## src/include/psd_pkg.sv

```systemverilog
`default_nettype none
package psd_pkg;

  // ***********************************************************
  // Widths and field layout
  // ***********************************************************
  localparam int M_W      = 7;
  localparam int N_W      = 2;
  localparam int OBS_W    = 3;
  localparam int SR_W     = 14;
  localparam int SR_OBS_H = 13;
  localparam int SR_OBS_L = 11;
  localparam int SR_N_H   = 10;
  localparam int SR_N_L   = 9;
  localparam int SR_M_H   = 6;
  localparam int NCNT_W   = 5;

  // ***********************************************************
  // Codes and reset values
  // ***********************************************************
  localparam logic [N_W-1:0]   N_DIV2   = 2'h0;
  localparam logic [N_W-1:0]   N_DIV4   = 2'h1;
  localparam logic [N_W-1:0]   N_DIV8   = 2'h2;
  localparam logic [N_W-1:0]   N_DIV1   = 2'h3;
  localparam logic [OBS_W-1:0] OBS_SHIFT = 3'h0;
  localparam logic [OBS_W-1:0] OBS_HIGH  = 3'h1;
  localparam logic [OBS_W-1:0] OBS_REF   = 3'h2;
  localparam logic [OBS_W-1:0] OBS_MCNT  = 3'h3;
  localparam logic [OBS_W-1:0] OBS_SYNTH = 3'h4;
  localparam logic [OBS_W-1:0] OBS_LOW   = 3'h5;
  localparam logic [OBS_W-1:0] OBS_BYP   = 3'h6;
  localparam logic [OBS_W-1:0] OBS_QUART = 3'h7;
  localparam logic [M_W-1:0]   M_RST     = 7'h7f;
  localparam logic [N_W-1:0]   N_RST     = 2'h3;

  // ***********************************************************
  // Timing
  // ***********************************************************
  localparam int CLK_HZ       = 10000000;
  localparam int LOCK_TIME_MS = 10;
  localparam int LOCK_CYCLES  = LOCK_TIME_MS * (CLK_HZ / 1000);

  typedef struct packed {
    logic [OBS_W-1:0] obs;
    logic [N_W-1:0]   nSel;
    logic [M_W-1:0]   mDiv;
  } psd_cfg_t;

  typedef struct packed {
    logic           parLoad_b;
    logic           sClock;
    logic           sData;
    logic           sLoad;
    logic           extRefIn;
    logic           vcoIn;
    logic           pllLocked;
    logic [M_W-1:0] m;
    logic [N_W-1:0] n;
  } psd_pins_t;

endpackage
`default_nettype wire

```

## src/hw/psd_synth_cfg.sv

```systemverilog
// Functional notes
// - Reference oscillator is halved before the phase comparator.
// - VCO is divided by the loop divisor and fed to the comparator.
// - Output divider picks one of four ratios with 50% duty.
// - Rising parallel load strobe captures seven M and two N inputs.
// - Parallel path wins over serial path when both set dividers.
// - Fourteen-bit shift register advances on each serial clock rise.
// - Serial latch fall copies shift register while parallel strobe high.
// - Three-bit select from serial stream routes a node to test pin.
// - Lock must be reached within 10 ms of a new configuration.
// - Stream order is select, then N, then nine M bits, MSB first; the code keeps only the low seven (sr[6:0]) as M.
// - N code 00 is /2, 01 is /4, 10 is /8, 11 is /1.
// - Parallel latches are transparent while the strobe is low.
// - Select forced to 000 while strobe low; 110 is PLL bypass.
`default_nettype none
module psd_synth_cfg
  import psd_pkg::*;
#(
  parameter int LOCK_WAIT = LOCK_CYCLES
) (
  // Clock and reset
  input  wire logic       clk,
  input  wire logic       rst_b,
  // Pins from host and analog model
  input  wire psd_pins_t  pins,
  // Divider, observation and lock timeout outputs
  output var  psd_cfg_t   cfgOut,
  output var  logic       refHalf,
  output var  logic       fbOut,
  output var  logic       synthOut,
  output var  logic       testOut,
  output var  logic       lockTimeout
);

  if (LOCK_WAIT < 1 || LOCK_WAIT > 1048575) begin : gChk
    $error("LOCK_WAIT out of range");
  end

  // ***********************************************************
  // Reset release and pin synchronisers
  // ***********************************************************
  logic      rstMeta_b;
  logic      rstSync_b;
  psd_pins_t pinMeta;
  psd_pins_t pin;
  psd_pins_t pinPrev;

  always_ff @(posedge clk or negedge rst_b) begin
    if (!rst_b) begin
      rstMeta_b <= 1'b0;
      rstSync_b <= 1'b0;
    end else begin
      rstMeta_b <= 1'b1;
      rstSync_b <= rstMeta_b;
    end
  end

  // Pins start at the strobes' idle levels so no false edge appears.
  always_ff @(posedge clk or negedge rstSync_b) begin
    if (!rstSync_b) begin
      pinMeta <= '0;
      pin     <= '0;
      pinPrev <= '0;
    end else begin
      pinMeta <= pins;
      pin     <= pinMeta;
      pinPrev <= pin;
    end
  end

  logic parRise;
  logic sClkRise;
  logic sLoadFall;
  logic refRise;
  logic vcoRise;
  logic bypass;
  logic srcRise;

  assign parRise   = pin.parLoad_b & ~pinPrev.parLoad_b;
  assign sClkRise  = pin.sClock & ~pinPrev.sClock;
  assign sLoadFall = ~pin.sLoad & pinPrev.sLoad;
  assign refRise   = pin.extRefIn & ~pinPrev.extRefIn;
  assign vcoRise   = pin.vcoIn & ~pinPrev.vcoIn;
  assign bypass    = (cfgOut.obs == OBS_BYP);
  // In bypass the serial clock stands in for the VCO at both dividers, except fbOut with mEff 1, which follows the VCO.
  assign srcRise   = bypass ? sClkRise : vcoRise;

  function automatic logic [1:0] nLog(input logic [N_W-1:0] code);
    unique case (code)
      N_DIV2: nLog = 2'h1;
      N_DIV4: nLog = 2'h2;
      N_DIV8: nLog = 2'h3;
      N_DIV1: nLog = 2'h0;
    endcase
  endfunction

  // ***********************************************************
  // Configuration latches and shift register
  // ***********************************************************
  logic [SR_W-1:0] sr;
  logic [SR_W-1:0] next_sr;
  psd_cfg_t        next_cfg;

  always_comb begin
    next_sr  = sr;
    next_cfg = cfgOut;
    if (sClkRise) begin
      next_sr = {sr[SR_W-2:0], pin.sData};
    end
    if (!pin.parLoad_b) begin
      // Transparent while low; the test select is held quiet for jitter.
      next_cfg = '{obs: OBS_SHIFT, nSel: pin.n, mDiv: pin.m};
    end else if (parRise) begin
      next_cfg = '{obs: OBS_SHIFT, nSel: pin.n, mDiv: pin.m};
    end else if (sLoadFall) begin
      next_cfg.obs  = sr[SR_OBS_H:SR_OBS_L];
      next_cfg.nSel = sr[SR_N_H:SR_N_L];
      next_cfg.mDiv = sr[SR_M_H:0];
    end
  end

  always_ff @(posedge clk or negedge rstSync_b) begin
    if (!rstSync_b) begin
      sr     <= '0;
      cfgOut <= '{obs: OBS_SHIFT, nSel: N_RST, mDiv: M_RST};
    end else begin
      sr     <= next_sr;
      cfgOut <= next_cfg;
    end
  end

  // ***********************************************************
  // Dividers, observation mux and lock watch
  // ***********************************************************
  logic [M_W-1:0]    mCnt;
  logic [M_W-1:0]    next_mCnt;
  logic [M_W-1:0]    mEff;
  logic [NCNT_W-1:0] nCnt;
  logic [NCNT_W-1:0] next_nCnt;
  logic [1:0]        nl;
  logic              next_refHalf;
  logic              next_fbOut;
  logic              next_synth;
  logic              next_test;
  logic [19:0]       lockCnt;
  logic [19:0]       next_lockCnt;
  logic              next_lockTo;
  logic              cfgChange;

  assign mEff      = (cfgOut.mDiv == '0) ? 7'h01 : cfgOut.mDiv;
  assign nl        = nLog(cfgOut.nSel);
  assign cfgChange = (next_cfg != cfgOut);

  always_comb begin
    next_refHalf = refRise ? ~refHalf : refHalf;
    next_mCnt    = mCnt;
    next_nCnt    = nCnt;
    if (srcRise) begin
      next_mCnt = (mCnt >= mEff - 7'h01) ? '0 : mCnt + 7'h01;
      next_nCnt = nCnt + 5'h01;
    end
    // Loop divider output is high for the first half of its count.
    next_fbOut = (mCnt < {1'b0, mEff[M_W-1:1]}) ||
                 (mEff == 7'h01 && pin.vcoIn);
    // Counter taps give an exact 50% duty for every even ratio.
    next_synth = (nl == 2'h0) ? (bypass ? pin.sClock : pin.vcoIn)
                              : nCnt[nl - 2'h1];
    unique case (cfgOut.obs)
      OBS_SHIFT: next_test = sr[SR_W-1];
      OBS_HIGH:  next_test = 1'b1;
      OBS_REF:   next_test = refHalf;
      OBS_MCNT:  next_test = fbOut;
      OBS_SYNTH: next_test = synthOut;
      OBS_LOW:   next_test = 1'b0;
      OBS_BYP:   next_test = fbOut;
      OBS_QUART: next_test = nCnt[{1'b0, nl} + 3'h1];
    endcase
    next_lockCnt = lockCnt;
    next_lockTo  = lockTimeout;
    if (cfgChange) begin
      next_lockCnt = '0;
      next_lockTo  = 1'b0;
    end else if (!pin.pllLocked && !lockTimeout) begin
      next_lockCnt = lockCnt + 20'h00001;
      next_lockTo  = (lockCnt == 20'(LOCK_WAIT - 1));
    end
  end

  always_ff @(posedge clk or negedge rstSync_b) begin
    if (!rstSync_b) begin
      refHalf     <= 1'b0;
      mCnt        <= '0;
      nCnt        <= '0;
      fbOut       <= 1'b0;
      synthOut    <= 1'b0;
      testOut     <= 1'b0;
      lockCnt     <= '0;
      lockTimeout <= 1'b0;
    end else begin
      refHalf     <= next_refHalf;
      mCnt        <= next_mCnt;
      nCnt        <= next_nCnt;
      fbOut       <= next_fbOut;
      synthOut    <= next_synth;
      testOut     <= next_test;
      lockCnt     <= next_lockCnt;
      lockTimeout <= next_lockTo;
    end
  end
endmodule
`default_nettype wire

```

## config.mk

```make
export PLATFORM = sky130hd
export DESIGN_NAME = psd_synth_cfg
export DESIGN_NICKNAME = d
export VERILOG_FILES = /design/src/include/psd_pkg.sv /design/src/hw/psd_synth_cfg.sv
export SDC_FILE = /design/constraint.sdc
export NUM_CORES = 1
export LEC_CHECK = 0
export ABC_AREA = 1
export BUFFER_PORTS_ARGS = -buffer_cell sky130_fd_sc_hd__buf_4
export CAP_MARGIN = 20
export CORE_MARGIN = 4
export CORE_UTILIZATION = 50
export DETAILED_ROUTE_END_ITERATION = 7
export PLACE_DENSITY = 0.79
export RECOVER_POWER = 25
export SKIP_LAST_GASP = 1
export SLEW_MARGIN = 20
export SYNTH_ARGS = -nofsm -noshare
export SYNTH_HDL_FRONTEND = slang
export SYNTH_SLANG_ARGS = --single-unit
```

## constraint.sdc

```tcl
create_clock -name clk -period 4.1 [get_ports clk]
set_input_delay 0.41 -clock clk [delete_from_list [all_inputs] [get_ports clk]]
set_output_delay 0.41 -clock clk [all_outputs]
set_load 0.005 [all_outputs]
```

==> results.md <==
* Total track usage at 17.9%
* Prevailing post-synth register cell: dfrtp_1
* Syn_area_per_cell at 9.07 um^2
* Ys Warns at 0
* Cell mode on critical path: a21oi_1
* Congestion Overflow GR at 0
* Skew-Pair Late Insertion Delay at 0.36 ns
* Post-Syn Nets at 587
* Largest net degree at the start of global routing at 68
* Routed len/inst at 13.1 um
* Post-synth EDFFs at 0
* Setup total negative slack at 0 ns
* Setup crit end kind: flip-flop
* Total chip power at 2.29 mW
* Slew Viols, Final at 68
* Hold Startpoint: pins[13]
* Failing checks: capacitance limit, slew limit
* Final setup fails at 0
* Layout area overhead at 11.1%
* Final GP Congestion at 0.899
* Via count at 3748
* Adder-cell share of the synthesized area at 5.03%
* PortBufs at 34
* Post-cts sizing count at 0
* Mux contribution to synthesized area at 0.201%
* Post-synthesis simple-gate area fraction at 26.4%
* WP data required at 4.39 ns
* CTS H-tree lvls at 3
* Die area at 11600 um^2
* Yosys top cell by area: dfrtp_1
* Pwr per Cell Area at 415 nW/um^2
* Worst Path Max Fanout at 6
* Distinct cells, synth at 40
* XOR/XNOR Fraction of Synth Area at 4.05%
* Vert. Die Dim at 108 um
* Synth Area in Compound Gates at 6.06%
* Period utilisation layout at 71.0%
* CTS tree: done
* Seq/Total Area, Yosys at 51.5%
* Initial core utilization at 51.2%
* Post-synth ARST share at 100%
* Critical path type: reg2reg
* Core Area at 9730 um^2
* Cell Chain, Critical Path: nor2_1 > inv_1 > nor2_1 > a21oi_1 > ha_1 > nand3_1 > xor2_1 > ha_1 > a21oi_1 > o21a_1 > nand3_1 > nand2_1 > inv_1 > a21oi_1
* Layout Skew at 0.0134 ns
* 1st-iter DRT viols at 172
* Mapped Cells at 549
* Yosys top cell area share at 46.7%
* CTS Sinks at 102
* Worst hold stages at 1
* Fin util at 56.8%
* Drt first pass iters at 5
* Endpoint, Worst Hold: pinMeta[13]
* Final Critical Period at 2.91 ns
* Fin. Hold Viols at 0
* Rows at 36
* Startpoint types: flip-flop
* Routed vias/inst at 5.17
* Largest family of logic cells by synthesized area: simple AND/OR/NAND/NOR gates
* P_leak at 2.64 nW
* Fin cells at 725
* Worst path top cell family by delay: compound AO/OA/AOI/OAI gates
* Peak Freq at 344 MHz
* I/O Pins at 35
* Root buffer cell: clkbuf_8
* Worst hold-check path type: in2reg
* N_diodes at 0
* Layout cells sized above 1 at 18.1%
* Outcome: finished, violations left
* Crit path buf inv count at 2
* Mapped cell area at 4980 um^2
* Global-route wire length before repair at 16600 um
* Post-DP HPWL at 7080 um
* Final WL at 9500 um
* Net total in the final layout at 625
* Initial antenna violation count at 0
* CP Data Arrival Time at 3.20 ns
* Fillers at 885
* Max clock buf depth at 2
* Cell Count Post-Placement at 708
* Final ANT Viol Nets at 0
* Critical path's largest stage delay at 0.60 ns
* Worst path slowest cell: dfstp_2
* Vias in the first global route at 3569
* Slew @ Worst Pin at 2.54 ns
* Chip width at 108 um
* CTS clock-pin slew for the worst setup and hold paths at 0.10 ns
* FF-to-FF path depth at 14
* Total of max-cap violations at 1
* R2R Path End: mCnt[4]
* DRC at 0
* RSZ-0062 raised after global routing: false
* Synth area leaders: dfrtp_1, nand2_1, ha_1
* Worst VDD drop at 0.410 mV
* Slew HR at -69.0%
* Seq cells post-synth at 102
* Reg2reg start: cfgOut[3]
* CTS buffer count at 9
* Flop2flop setup slack at 1.19 ns
-- cell families (layout without fill, tap and decap cells) --
logic type,after synthesis,count (layout)
AND/OR/NAND/NOR,276,276
XOR/XNOR,23,23
flip-flops,102,102
multiplexers,1,1
other,1,1
buffers and inverters,74,117
AO/OA/AOI/OAI,52,52
adder cells (fa/ha/maj),20,20
-- metrics by stage --
stage,hold WS [ns],setup slack [ns],cell area (um^2)
after floorplan,0.114,1.06,4980
after global placement,0.193,1.47,5330
after detailed placement,0.193,1.29,5330
after CTS,0.126,1.22,5550
after global routing,0.136,0.861,5530
final,0.168,1.19,5530
-- state kept, by name, summed over array words and instances (netlist names) --
| signal | flops |
|---|---|
| rstSync_b | 1 |
| synthOut | 1 |
| testOut | 1 |
| nCnt | 5 |
| refHalf | 1 |
| sr | 14 |
| cfgOut | 12 |
| pinMeta | 16 |
| pinPrev | 5 |
| pin | 16 |
| rstMeta_b | 1 |
| fbOut | 1 |
| lockTimeout | 1 |
| lockCnt | 20 |
| mCnt | 7 |
-- synth_stat cells, types with 3 or more instances --
library cell,number
a21oi_1,15
buf_4,3
buf_6,4
dfrtp_1,93
dfstp_2,9
ha_1,20
inv_1,62
nand2_1,124
nand2_2,5
nand3_1,50
nand3_2,7
nand4_1,13
nor2_1,32
nor2_2,22
nor2_4,3
nor3_1,9
o211ai_1,5
o21ai_0,19
or2_2,5
xnor2_1,6
xor2_1,17
-- worst register-to-register path, delay by kind of cell (launching register included) --
kind                     cells  cell delay, ns
XOR/XNOR                     1            0.17
flip-flops                   1            0.60
AND/OR/NAND/NOR              5            0.52
adder cells (fa/ha/maj)      2            0.61
AO/OA/AOI/OAI                4            0.79
buffers and inverters        2            0.14
-- where the power goes --
group | internal, mW | switching, mW | leakage, nW
combinational | 0.178 | 0.233 | 1.26
sequential | 1.12 | 0.117 | 1.27
clock | 0.302 | 0.340 | 0.103
-- worst max-delay path by stage --
stage          startpoint          to  slack (ns)  cells past startpoint
6_report        cfgOut[3]     mCnt[4]        1.19                     14
5_1_grt         rstSync_b   cfgOut[8]        0.86                      1
4_1_cts         cfgOut[2]     mCnt[4]        1.22                     14
3_5_place_dp    cfgOut[6]     mCnt[4]        1.29                     14
3_3_place_gp    cfgOut[2]     mCnt[3]        1.47                     14
2_1_floorplan   rstSync_b  cfgOut[10]        1.06                      0
-- final cells by class --
| type | count | area (um^2) | area share (%) |
|---|---|---|---|
| sequential | 102 | 2560 | 46.4 |
| multi-input combinational | 373 | 2070 | 37.5 |
| timing repair buffer | 37 | 277 | 5.00 |
| inverter | 64 | 243 | 4.39 |
| tap | 133 | 166 | 3.01 |
| clock buffer | 10 | 138 | 2.49 |
| clock inverter | 6 | 68.8 | 1.24 |
-- routing by layer --
metal	global-route usage (%)	vias to the layer above	share of wire, %	routed length [um]
met5	0	-	0	0
met4	6.04	0	2.1	199
met3	4.26	13	4.9	463
met2	29.1	104	48	4560
met1	23.4	1787	45	4280
li1	-	1844	-	-
-- cell usage in the layout (no fill, tap or decap), types with 2 or more instances in the layout --
cell type  count
nand2_4        2
or2_1          2
nor3_1         9
nand2_2        5
inv_1         62
o21bai_1       2
ha_1          20
dfrtp_1       93
buf_4         19
xor2_1        17
dfstp_2        9
o21ai_2        2
clkbuf_8      10
a21oi_1       15
a31oi_1        2
clkbuf_4      16
xnor2_1        6
nand3_2        7
o21ai_1        2
or2_2          5
o211ai_1       5
nor2_4         2
nor2_1        33
nand2_1      124
clkinv_4       2
nand4_1       13
nand3_1       50
nor2_2        22
o21ai_0       19
-- what timing repair did --
item | 4_1_cts | 5_1_grt
hold endpoints to repair | 2 | 0
buffers inserted | 0 | 0
hold buffers | 1 | 0
No activity file was read; power rests on OpenSTA's default activity.
